===== src/common/search_pkg.sv =====
/*
 * Constants, register map, field layout, defaults and state codes of the
 * coasting-motor speed search sequencer.
 * Assumes a 125 MHz system clock and a zero-wait AHB-Lite register slave.
 */
// Summary of operation
// - With search at start selected, every run command searches before normal running.
// - Release current threshold is a percentage of drive rated current, 0 to 200.
// - Release current default is 120 for V/f and 100 for open loop vector.
// - Search ramps frequency down; decel time spans maximum to minimum frequency.
// - Output voltage gain during search is the programmed 10 to 100 percent.
// - A search waits the delay time first so an output contactor can close.
// - Injected current is factor times motor rated current, clamped to drive rating.
// - Estimated motor speed is scaled by the detected speed gain, 1.00 to 1.20.
// - Restart direction comes from the reference, or from detected rotation when bidirectional.
// - During estimation, current is compared against the restart current level.
// - Estimation restarts only after current stays over that level for detect time.
// - Restarts are counted; exceeding the limit raises the retry fault and stops.
// - Method select chooses current detection (0) or speed estimation (1).
// - Successive restart attempts are separated by the restart wait time.
// - Frequency keeps falling while current exceeds release level; below it, speed is found.
// - Run-command searches wait the longer of minimum baseblock and delay time.
package search_pkg;

	// Register byte offsets
	localparam logic [7:0] A_CTRL    = 8'h00;
	localparam logic [7:0] A_RELEASE = 8'h04;
	localparam logic [7:0] A_DECEL   = 8'h08;
	localparam logic [7:0] A_VGAIN   = 8'h0c;
	localparam logic [7:0] A_DELAY   = 8'h10;
	localparam logic [7:0] A_INJ     = 8'h14;
	localparam logic [7:0] A_SPDGAIN = 8'h18;
	localparam logic [7:0] A_RSTLVL  = 8'h1c;
	localparam logic [7:0] A_RSTDET  = 8'h20;
	localparam logic [7:0] A_RSTLIM  = 8'h24;
	localparam logic [7:0] A_RSTWAIT = 8'h28;
	localparam logic [7:0] A_STATUS  = 8'h2c;
	localparam logic [7:0] A_MASK    = 8'h30;
	localparam logic [7:0] A_STATE   = 8'h34;

	// Control register fields
	localparam int B_AT_START = 0;
	localparam int B_METHOD   = 1;
	localparam int B_BIDIR    = 2;
	localparam int B_MOTOR2   = 3;
	localparam int CM_LSB     = 4;
	localparam logic [1:0] CM_VF  = 2'h0;
	localparam logic [1:0] CM_OLV = 2'h2;

	// Status and mask bits
	localparam int S_DONE    = 0;
	localparam int S_FAULT   = 1;
	localparam int S_RESTART = 2;

	// Setting ranges and reset values
	localparam logic [7:0] PCT_MAX     = 8'hc8;
	localparam logic [7:0] REL_DEF_VF  = 8'h78;
	localparam logic [7:0] REL_DEF_OLV = 8'h64;
	localparam logic [6:0] DECEL_MIN   = 7'h01;
	localparam logic [6:0] DECEL_MAX   = 7'h64;
	localparam logic [6:0] DECEL_DEF   = 7'h14;
	localparam logic [6:0] VGAIN_MIN   = 7'h0a;
	localparam logic [6:0] VGAIN_MAX   = 7'h64;
	localparam logic [6:0] VGAIN_DEF   = 7'h64;
	localparam logic [9:0] DELAY_MAX   = 10'h3e8;
	localparam logic [9:0] DELAY_DEF   = 10'h002;
	localparam logic [4:0] INJ_MAX     = 5'h14;
	localparam logic [4:0] INJ_DEF     = 5'h05;
	localparam logic [6:0] SPD_MIN     = 7'h64;
	localparam logic [6:0] SPD_MAX     = 7'h78;
	localparam logic [6:0] SPD_DEF     = 7'h69;
	localparam logic [7:0] RSTLVL_DEF  = 8'h96;
	localparam logic [6:0] RSTDET_MAX  = 7'h64;
	localparam logic [6:0] RSTDET_DEF  = 7'h0a;
	localparam logic [3:0] RSTLIM_MAX  = 4'ha;
	localparam logic [3:0] RSTLIM_DEF  = 4'h3;
	localparam logic [8:0] RSTWAIT_MAX = 9'h12c;
	localparam logic [8:0] RSTWAIT_DEF = 9'h005;
	localparam logic [15:0] FACTOR_DIV = 16'h000a;
	localparam logic [15:0] GAIN_DIV   = 16'h0064;

	// Timing: one tick is 10 ms; 0.1 s settings are ten ticks
	localparam int TICK_PERIOD_NS = 32'h0098_9680;
	localparam int CLK_PERIOD_NS  = 32'h0000_0008;
	localparam int TICK_CYCLES    = TICK_PERIOD_NS / CLK_PERIOD_NS;
	localparam logic [15:0] TENTH_TICKS = 16'h000a;

	typedef enum logic [2:0] {
		ST_IDLE   = 3'h0,
		ST_DELAY  = 3'h1,
		ST_INJECT = 3'h2,
		ST_SEARCH = 3'h3,
		ST_RUN    = 3'h4,
		ST_WAIT   = 3'h5,
		ST_FAULT  = 3'h6
	} state_t;

endpackage : search_pkg


===== src/hw/search_tick.sv =====
/*
 * Free-running tick generator: one-cycle pulse every CYCLES clocks.
 * Assumes a synchronous active-high reset.
 */
`timescale 1ns/1ps
module search_tick
	import search_pkg::*;
#(
	parameter int CYCLES = TICK_CYCLES
) (
	input  wire logic clock,
	input  wire logic reset,
	output logic      tick
);
	localparam int CW = $clog2(CYCLES + 1);

	typedef struct packed {
		logic [CW-1:0] count;
		logic          tick;
	} tick_st_t;

	tick_st_t s;
	tick_st_t next_s;

	always_comb begin
		next_s = s;
		next_s.tick = 1'b0;
		if (s.count == CW'(CYCLES - 1)) begin
			next_s.count = '0;
			next_s.tick = 1'b1;
		end else begin
			next_s.count = s.count + CW'(1);
		end
	end

	always_ff @(posedge clock) begin
		if (reset) begin
			s <= '0;
		end else begin
			s <= next_s;
		end
	end

	assign tick = s.tick;

endmodule : search_tick


===== src/hw/speed_search.sv =====
/*
 * Speed search sequencer for a coasting motor, with AHB-Lite register slave
 * and masked interrupt.
 * Assumes synchronous motor-side inputs; current in percent of drive rating.
 */
`timescale 1ns/1ps
module speed_search
	import search_pkg::*;
#(
	parameter int TICK_LEN = TICK_CYCLES
) (
	input  wire logic        clock,
	input  wire logic        reset,
	input  wire logic        hsel,
	input  wire logic [31:0] haddr,
	input  wire logic [1:0]  htrans,
	input  wire logic        hwrite,
	input  wire logic [2:0]  hsize,
	input  wire logic [31:0] hwdata,
	input  wire logic        hready,
	output logic      [31:0] hrdata,
	output logic             hreadyout,
	output logic             hresp,
	input  wire logic        run_cmd,
	input  wire logic        ext_search_max,
	input  wire logic        ext_search_ref,
	input  wire logic [8:0]  motor_current,
	input  wire logic [15:0] freq_ref,
	input  wire logic        ref_reverse,
	input  wire logic [15:0] max_output_frequency,
	input  wire logic [15:0] min_output_frequency,
	input  wire logic [9:0]  min_baseblock_time,
	input  wire logic [15:0] motor_rated_current,
	input  wire logic [15:0] motor2_rated_current,
	input  wire logic [15:0] drive_rated_current,
	input  wire logic [15:0] est_speed,
	input  wire logic        est_reverse,
	input  wire logic        est_valid,
	output logic      [15:0] out_freq,
	output logic             out_reverse,
	output logic      [6:0]  volt_gain,
	output logic      [15:0] inject_current,
	output logic             inject_en,
	output logic             searching,
	output logic             drive_run,
	output logic             search_retry_fault,
	output logic             irq
);
	typedef struct packed {
		state_t      state;
		logic        run_q;
		logic [5:0]  ctrl;
		logic [7:0]  release_cur;
		logic [6:0]  decel;
		logic [6:0]  vgain;
		logic [9:0]  delay;
		logic [4:0]  inj;
		logic [6:0]  spd_gain;
		logic [7:0]  rst_lvl;
		logic [6:0]  rst_det;
		logic [3:0]  rst_lim;
		logic [8:0]  rst_wait;
		logic [2:0]  status;
		logic [2:0]  mask;
		logic        irq;
		logic [15:0] timer;
		logic [6:0]  over_cnt;
		logic [3:0]  retries;
		logic [15:0] step;
		logic [15:0] out_freq;
		logic        out_reverse;
		logic [6:0]  volt_gain;
		logic [15:0] inject_current;
		logic        inject_en;
		logic        searching;
		logic        drive_run;
		logic        fault;
		logic        dp_write;
		logic [7:0]  dp_addr;
		logic [31:0] hrdata;
	} st_t;

	st_t         s;
	st_t         next_s;
	logic        tick;
	logic        start;
	logic        est_mode;
	logic [15:0] span;
	logic [15:0] decel_ticks;
	logic [15:0] step_calc;
	logic [15:0] wait_ticks;
	logic [15:0] rated;
	logic [20:0] inj_amp;
	logic [22:0] spd_prod;
	logic [15:0] spd_scaled;
	logic [2:0]  ev;
	logic [2:0]  clr;

	function automatic logic [15:0] clamp(input logic [31:0] v, input logic [15:0] lo, input logic [15:0] hi);
		if (v < {16'h0000, lo}) begin
			return lo;
		end
		if (v > {16'h0000, hi}) begin
			return hi;
		end
		return v[15:0];
	endfunction : clamp

	search_tick #(
		.CYCLES (TICK_LEN)
	) u_tick (
		.clock (clock),
		.reset (reset),
		.tick  (tick)
	);

	////////////////////////////////////////////////////////////////////////
	// Derived quantities

	always_comb begin
		start = run_cmd && !s.run_q;
		est_mode = s.ctrl[B_METHOD];
		span = (max_output_frequency > min_output_frequency) ?
			max_output_frequency - min_output_frequency : 16'h0000;
		decel_ticks = 16'(s.decel) * TENTH_TICKS;
		step_calc = span / decel_ticks;
		if (step_calc == 16'h0000) begin
			step_calc = 16'h0001;
		end
		// Longer of baseblock and delay time
		wait_ticks = (min_baseblock_time > s.delay) ? 16'(min_baseblock_time) * TENTH_TICKS :
			16'(s.delay) * TENTH_TICKS;
		rated = s.ctrl[B_MOTOR2] ? motor2_rated_current : motor_rated_current;
		inj_amp = (21'(s.inj) * 21'(rated)) / 21'(FACTOR_DIV);
		spd_prod = (23'(est_speed) * 23'(s.spd_gain)) / 23'(GAIN_DIV);
		// Saturate rather than wrap on an absurd estimate
		spd_scaled = (|spd_prod[22:16]) ? 16'hffff : spd_prod[15:0];
	end

	////////////////////////////////////////////////////////////////////////
	// Next state

	always_comb begin
		next_s = s;
		ev = 3'h0;
		clr = 3'h0;
		next_s.run_q = run_cmd;

		// Bus data phase: registered address, zero wait
		if (s.dp_write) begin
			unique case (s.dp_addr)
				A_CTRL: begin
					next_s.ctrl = hwdata[5:0];
					// A change to V/f or open loop vector reloads its release-current default; other methods keep it
					if (hwdata[CM_LSB+1:CM_LSB] != s.ctrl[CM_LSB+1:CM_LSB]) begin
						if (hwdata[CM_LSB+1:CM_LSB] == CM_OLV) begin
							next_s.release_cur = REL_DEF_OLV;
						end else if (hwdata[CM_LSB+1:CM_LSB] == CM_VF) begin
							next_s.release_cur = REL_DEF_VF;
						end
					end
				end
				A_RELEASE: next_s.release_cur = 8'(clamp(hwdata, 16'h0000, 16'(PCT_MAX)));
				A_DECEL:   next_s.decel = 7'(clamp(hwdata, 16'(DECEL_MIN), 16'(DECEL_MAX)));
				A_VGAIN:   next_s.vgain = 7'(clamp(hwdata, 16'(VGAIN_MIN), 16'(VGAIN_MAX)));
				A_DELAY:   next_s.delay = 10'(clamp(hwdata, 16'h0000, 16'(DELAY_MAX)));
				A_INJ:     next_s.inj = 5'(clamp(hwdata, 16'h0000, 16'(INJ_MAX)));
				A_SPDGAIN: next_s.spd_gain = 7'(clamp(hwdata, 16'(SPD_MIN), 16'(SPD_MAX)));
				A_RSTLVL:  next_s.rst_lvl = 8'(clamp(hwdata, 16'h0000, 16'(PCT_MAX)));
				A_RSTDET:  next_s.rst_det = 7'(clamp(hwdata, 16'h0000, 16'(RSTDET_MAX)));
				A_RSTLIM:  next_s.rst_lim = 4'(clamp(hwdata, 16'h0000, 16'(RSTLIM_MAX)));
				A_RSTWAIT: next_s.rst_wait = 9'(clamp(hwdata, 16'h0000, 16'(RSTWAIT_MAX)));
				A_STATUS:  clr = hwdata[2:0];
				A_MASK:    next_s.mask = hwdata[2:0];
				default: ;
			endcase
		end

		// Sequencer
		if (s.timer != 16'h0000 && tick) begin
			next_s.timer = s.timer - 16'h0001;
		end
		if (!run_cmd && s.state != ST_IDLE) begin
			next_s.state = ST_IDLE;
			next_s.inject_en = 1'b0;
		end else begin
			unique case (s.state)
				ST_IDLE: begin
					if (start) begin
						next_s.step = step_calc;
						next_s.out_reverse = ref_reverse;
						if (s.ctrl[B_AT_START] || ext_search_max || ext_search_ref) begin
							next_s.retries = 4'h0;
							next_s.over_cnt = 7'h00;
							next_s.timer = wait_ticks;
							next_s.state = ST_DELAY;
							// At-start search ignores the external commands
							next_s.out_freq = (ext_search_ref && !ext_search_max && !s.ctrl[B_AT_START]) ?
								freq_ref : max_output_frequency;
						end else begin
							next_s.retries = 4'h0;
							next_s.out_freq = min_output_frequency;
							next_s.state = ST_RUN;
						end
					end
				end
				ST_DELAY: begin
					if (s.timer == 16'h0000) begin
						next_s.state = est_mode ? ST_INJECT : ST_SEARCH;
					end
				end
				ST_WAIT: begin
					if (s.timer == 16'h0000) begin
						next_s.over_cnt = 7'h00;
						next_s.state = ST_INJECT;
					end
				end
				ST_INJECT, ST_SEARCH: begin
					if (s.state == ST_INJECT) begin
						next_s.inject_en = 1'b1;
						next_s.inject_current = (inj_amp > {5'h00, drive_rated_current}) ?
							drive_rated_current : inj_amp[15:0];
						if (est_valid) begin
							next_s.out_freq = spd_scaled;
							next_s.out_reverse = s.ctrl[B_BIDIR] ? est_reverse : ref_reverse;
							next_s.inject_en = 1'b0;
							next_s.state = ST_SEARCH;
						end
					end else if (tick) begin
						if ({1'b0, motor_current} > {2'h0, s.release_cur}) begin
							next_s.out_freq = (s.out_freq > min_output_frequency + s.step) ?
								s.out_freq - s.step : min_output_frequency;
						end else begin
							next_s.retries = 4'h0;
							ev[S_DONE] = 1'b1;
							next_s.state = ST_RUN;
						end
					end
					// Overcurrent watch while estimating
					if (est_mode && tick) begin
						if ({1'b0, motor_current} > {2'h0, s.rst_lvl}) begin
							if (s.over_cnt + 7'h01 >= s.rst_det) begin
								next_s.retries = s.retries + 4'h1;
								next_s.inject_en = 1'b0;
								next_s.over_cnt = 7'h00;
								if (s.retries + 4'h1 > s.rst_lim) begin
									ev[S_FAULT] = 1'b1;
									next_s.state = ST_FAULT;
								end else begin
									ev[S_RESTART] = 1'b1;
									next_s.timer = 16'(s.rst_wait) * TENTH_TICKS;
									next_s.state = ST_WAIT;
								end
							end else begin
								next_s.over_cnt = s.over_cnt + 7'h01;
							end
						end else begin
							next_s.over_cnt = 7'h00;
						end
					end
				end
				ST_RUN: begin
					if (tick) begin
						next_s.out_reverse = ref_reverse;
						if (s.out_freq + s.step < freq_ref) begin
							next_s.out_freq = s.out_freq + s.step;
						end else if (s.out_freq > freq_ref + s.step) begin
							next_s.out_freq = s.out_freq - s.step;
						end else begin
							next_s.out_freq = freq_ref;
						end
					end
				end
				ST_FAULT: ;
				default: next_s.state = ST_IDLE;
			endcase
		end

		next_s.searching = next_s.state inside {ST_DELAY, ST_INJECT, ST_SEARCH, ST_WAIT};
		next_s.volt_gain = (next_s.state inside {ST_INJECT, ST_SEARCH}) ? s.vgain : VGAIN_MAX;
		next_s.drive_run = next_s.state == ST_RUN;
		next_s.fault = next_s.state == ST_FAULT;
		if (!next_s.inject_en) begin
			next_s.inject_current = 16'h0000;
		end

		// Set wins over a write-one clear in the same cycle
		next_s.status = (s.status & ~clr) | ev;
		next_s.irq = |(next_s.status & s.mask);

		// Address phase: read data prepared for the data phase
		next_s.dp_write = hsel && htrans[1] && hready && hwrite;
		next_s.dp_addr = haddr[7:0];
		next_s.hrdata = 32'h0000_0000;
		if (hsel && htrans[1] && hready && !hwrite) begin
			unique case (haddr[7:0])
				A_CTRL:    next_s.hrdata = 32'(next_s.ctrl);
				A_RELEASE: next_s.hrdata = 32'(next_s.release_cur);
				A_DECEL:   next_s.hrdata = 32'(next_s.decel);
				A_VGAIN:   next_s.hrdata = 32'(next_s.vgain);
				A_DELAY:   next_s.hrdata = 32'(next_s.delay);
				A_INJ:     next_s.hrdata = 32'(next_s.inj);
				A_SPDGAIN: next_s.hrdata = 32'(next_s.spd_gain);
				A_RSTLVL:  next_s.hrdata = 32'(next_s.rst_lvl);
				A_RSTDET:  next_s.hrdata = 32'(next_s.rst_det);
				A_RSTLIM:  next_s.hrdata = 32'(next_s.rst_lim);
				A_RSTWAIT: next_s.hrdata = 32'(next_s.rst_wait);
				A_STATUS:  next_s.hrdata = 32'(next_s.status);
				A_MASK:    next_s.hrdata = 32'(next_s.mask);
				A_STATE:   next_s.hrdata = {21'h000000, next_s.retries, 4'h0, s.state};
				default:   next_s.hrdata = 32'h0000_0000;
			endcase
		end
	end

	always_ff @(posedge clock) begin
		if (reset) begin
			s <= '0;
			s.state <= ST_IDLE;
			s.release_cur <= REL_DEF_VF;
			s.decel <= DECEL_DEF;
			s.vgain <= VGAIN_DEF;
			s.delay <= DELAY_DEF;
			s.inj <= INJ_DEF;
			s.spd_gain <= SPD_DEF;
			s.rst_lvl <= RSTLVL_DEF;
			s.rst_det <= RSTDET_DEF;
			s.rst_lim <= RSTLIM_DEF;
			s.rst_wait <= RSTWAIT_DEF;
			s.step <= 16'h0001;
			s.volt_gain <= VGAIN_MAX;
		end else begin
			s <= next_s;
		end
	end

	always_comb begin
		hrdata = s.hrdata;
		hreadyout = 1'b1;
		hresp = 1'b0;
		out_freq = s.out_freq;
		out_reverse = s.out_reverse;
		volt_gain = s.volt_gain;
		inject_current = s.inject_current;
		inject_en = s.inject_en;
		searching = s.searching;
		drive_run = s.drive_run;
		search_retry_fault = s.fault;
		irq = s.irq;
	end
endmodule : speed_search


===== config.mk =====
export PLATFORM = sky130hd
export DESIGN_NAME = speed_search
export DESIGN_NICKNAME = d
export VERILOG_FILES = /design/src/common/search_pkg.sv /design/src/hw/search_tick.sv /design/src/hw/speed_search.sv
export SDC_FILE = /design/constraint.sdc
export NUM_CORES = 2
export LEC_CHECK = 0
export ABC_AREA = 0
export BUFFER_PORTS_ARGS = -buffer_cell sky130_fd_sc_hd__buf_2
export CORE_MARGIN = 3
export CORE_UTILIZATION = 60
export DETAILED_ROUTE_END_ITERATION = 10
export PLACE_DENSITY = 0.81
export REMOVE_ABC_BUFFERS = 1
export SKIP_CTS_REPAIR_TIMING = 1
export SLEW_MARGIN = 25
export SYNTH_ARGS = -nofsm -noshare
export SYNTH_HDL_FRONTEND = slang
export SYNTH_HIERARCHICAL = 1
export SYNTH_SLANG_ARGS = --single-unit

===== constraint.sdc =====
create_clock -name clock -period 61.3 [get_ports clock]
set_input_delay 12.26 -clock clock [delete_from_list [all_inputs] [get_ports clock]]
set_output_delay 12.26 -clock clock [all_outputs]
set_load 0.02 [all_outputs]

==> results.json <==
{
  "status": "finished clean",
  "layout-drive-gt1-share_pct": 10.37,
  "placed_cells": 5416,
  "crit_top_cell": "o21a_1",
  "seq_area_frac_synth_pct": 12.57,
  "start_util_pct": 61.12,
  "die_w_um": 246.6,
  "setup_viol": 0,
  "synth_area_um2": 34730,
  "maxSlewViolCount": 0,
  "busiest_layer": "met2",
  "hold_violations": 0,
  "cp_slowest_cell": "a2111oi_1",
  "fin_crit_ns": 48.10,
  "grt_first_pass_wirelength_um": 160300,
  "synth_edf_count": 0,
  "r2r_cells": 166,
  "grt-ovfl-total": 0,
  "die_h_um": 246.6,
  "grt_pass1_vias": 32191,
  "slew_headroom_pct": 32.46,
  "pre_cts_ws_ns": 13.32,
  "vias": 34581,
  "port_buffers": 238,
  "cp_data_required_time_ns": 61.74,
  "wl_um": 99460,
  "synth-seq-cells": 218,
  "die-area_um2": 60800,
  "via_per_inst": 6.328,
  "clk_latency_ns": 0.59,
  "final_common_cell": "nor2_1",
  "hold_class": "reg2reg",
  "synthCells": 4624,
  "fin_tns_setup_ns": 0,
  "antenna_found_initial": 2,
  "rsz0062_at_grt": "false",
  "yosys_warnings": 6,
  "dp_hpwl_um": 79540,
  "io-pin-count": 290,
  "ys_types": 132,
  "design_area_um2": 36890,
  "crit_type": "in2reg",
  "grt_use_met1_pct": 42.25,
  "tritoncts": "yes",
  "worst_setup_path_start_kind": "primary input",
  "drtAntennaViolNets": 0,
  "async_flop_share_pct": 0,
  "max_freq_mhz": 20.79,
  "ys.flop_type": "dfxtp_1",
  "clk_pin_slew_worst_paths_ns": 0.06,
  "finalNetCount": 5431,
  "tightest_slew_ns": 1.005,
  "clockBufferDepth": 3,
  "ctsRootBufferMaster": "clkbuf_16",
  "fin_ws_ns": 13.20,
  "grtUsageMet2_pct": 52.29,
  "mostFrequentLayoutCells": "nor2_1 (460), ha_1 (412), nand2_1 (395)",
  "wire_per_inst_um": 18.20,
  "grt_max_degree": 56,
  "grt_usage_pct": 31.45,
  "drc": 0,
  "worstPathArrival_ns": 48.53,
  "maxCapViolCount": 0,
  "critPathMaxStageDelay_ns": 0.93,
  "rows": 87,
  "final.setup_skew_ns": 0.02067,
  "min_period_over_period_pct": 78.46,
  "hold_path_depth": 2,
  "cts.sinks": 218,
  "synthToLayoutAreaGrowth_pct": 6.219,
  "drtIter0Drc": 2882,
  "place.gp.congestion": 0.9758,
  "postPlaceCellArea_um2": 35920,
  "avgSynthCellArea_um2": 7.510,
  "dr.pass1.iters": 6,
  "use_met3_pct": 4.462,
  "fillers": 5093,
  "numCtsBuffers": 26,
  "htreeDepth": 1,
  "stdcell_count": 5465,
  "crit_fanout": 21,
  "setup.worst_path.end_class": "flip-flop",
  "core_area_um2": 56820
}
==> cells in the mapped netlist (all sizes together) (11+ instances only) <==
cell | count | area, µm²
o22a | 11 | 96.34
fa | 120 | 2402
or2 | 39 | 244.0
a221oi | 24 | 246.5
o21a | 119 | 894.6
nor3 | 168 | 857.1
nand4 | 57 | 371.6
mux2i | 97 | 970.9
a31oi | 36 | 231.5
buf | 112 | 774.5
xnor2 | 111 | 987.2
o31ai | 55 | 440.4
a211oi | 76 | 603.1
and3 | 38 | 244.0
nand3 | 78 | 395.4
or3 | 34 | 217.7
a21boi | 19 | 146.4
inv | 329 | 1235
nor2b | 104 | 658.1
and2 | 69 | 439.2
a2111oi | 11 | 130.1
nand2 | 396 | 1489
and4 | 13 | 113.9
o21ai | 240 | 1220
o221ai | 25 | 231.5
o21bai | 38 | 285.3
a22oi | 33 | 261.5
o211ai | 56 | 425.4
a21o | 53 | 397.9
a32oi | 11 | 103.9
a211o | 12 | 106.4
clkbuf | 144 | 541.8
xor2 | 77 | 681.9
dfxtp | 218 | 4364
a21oi | 332 | 1703
a311oi | 13 | 132.6
nor2 | 463 | 1748
o22ai | 61 | 395.4
mux2 | 49 | 555.5
nor4 | 42 | 296.5
ha | 412 | 5155
nand2b | 73 | 456.7
==> critical path: cells and delay by family <==
kind / cells / cell delay (ns)
AO/OA/AOI/OAI: 119 / 24.14
adder cells (fa/ha/maj): 16 / 4.78
AND/OR/NAND/NOR: 28 / 4.32
buffers and inverters: 10 / 1.69
multiplexers: 4 / 1.11
XOR/XNOR: 1 / 0.15
==> layout make-up <==
| class | instances | area (µm²) | share of cell area, % |
|---|---|---|---|
| antenna | 1 | 2.502 | 0.006784 |
| clock buffer | 28 | 658.1 | 1.784 |
| clock inverter | 20 | 286.5 | 0.7767 |
| inverter | 329 | 1235 | 3.348 |
| multi-input combinational | 3842 | 27950 | 75.78 |
| sequential | 218 | 4364 | 11.83 |
| tap | 756 | 945.9 | 2.564 |
| timing repair buffer | 271 | 1441 | 3.907 |
==> routing by layer <==
metal | vias up | wire (µm)
met5 | - | 17
met4 | 2 | 3028
met3 | 203 | 8122
met2 | 1416 | 45060
met1 | 16188 | 43230
li1 | 16772 | -
==> logic make-up (layout without fill, tap and decap cells) <==
family                   after synthesis  in the layout  synth area share [%]
AO/OA/AOI/OAI                       1334           1334                 26.29
XOR/XNOR                             188            188                 4.806
adder cells (fa/ha/maj)              538            538                 21.94
buffers and inverters                585            648                 7.346
flip-flops                           218            218                 12.57
multiplexers                         146            146                 4.395
other                                  2             24               0.02163
AND/OR/NAND/NOR                     1613           1613                 22.63
==> worst paths after layout <==
kind / from / endpoint / slack, ns
worst max-delay path: min_output_frequency[1] / s[98] / 13.20
worst min-delay path: inject_current[0] / inject_current[0] / 0.46
worst max register to register: s[194] / s[98] / 25.21
worst min register to register: inject_current[0] / inject_current[0] / 0.46
==> sequential cells by signal (all words and copies together) (netlist names) <==
name / count
s: 139
drive_run: 1
out_reverse: 1
est_mode: 1
irq: 1
out_freq: 16
u_tick/tick: 1
inject_en: 1
hrdata: 11
inject_current: 16
searching: 1
volt_gain: 7
search_retry_fault: 1
u_tick/s: 21
==> through the flow <==
stage / util (%) / hold slack (ns)
floorplan: - / 0.4048
global placement: 63.20 / 0.4461
detailed placement: 63.21 / 0.4493
CTS: 64.87 / 0.4568
global route: 64.92 / 0.4689
finish: 64.92 / 0.4577
Power is left out: the tool's default activity adds up to more than one toggle a clock period on the data nets, which glitch-free logic cannot reach.
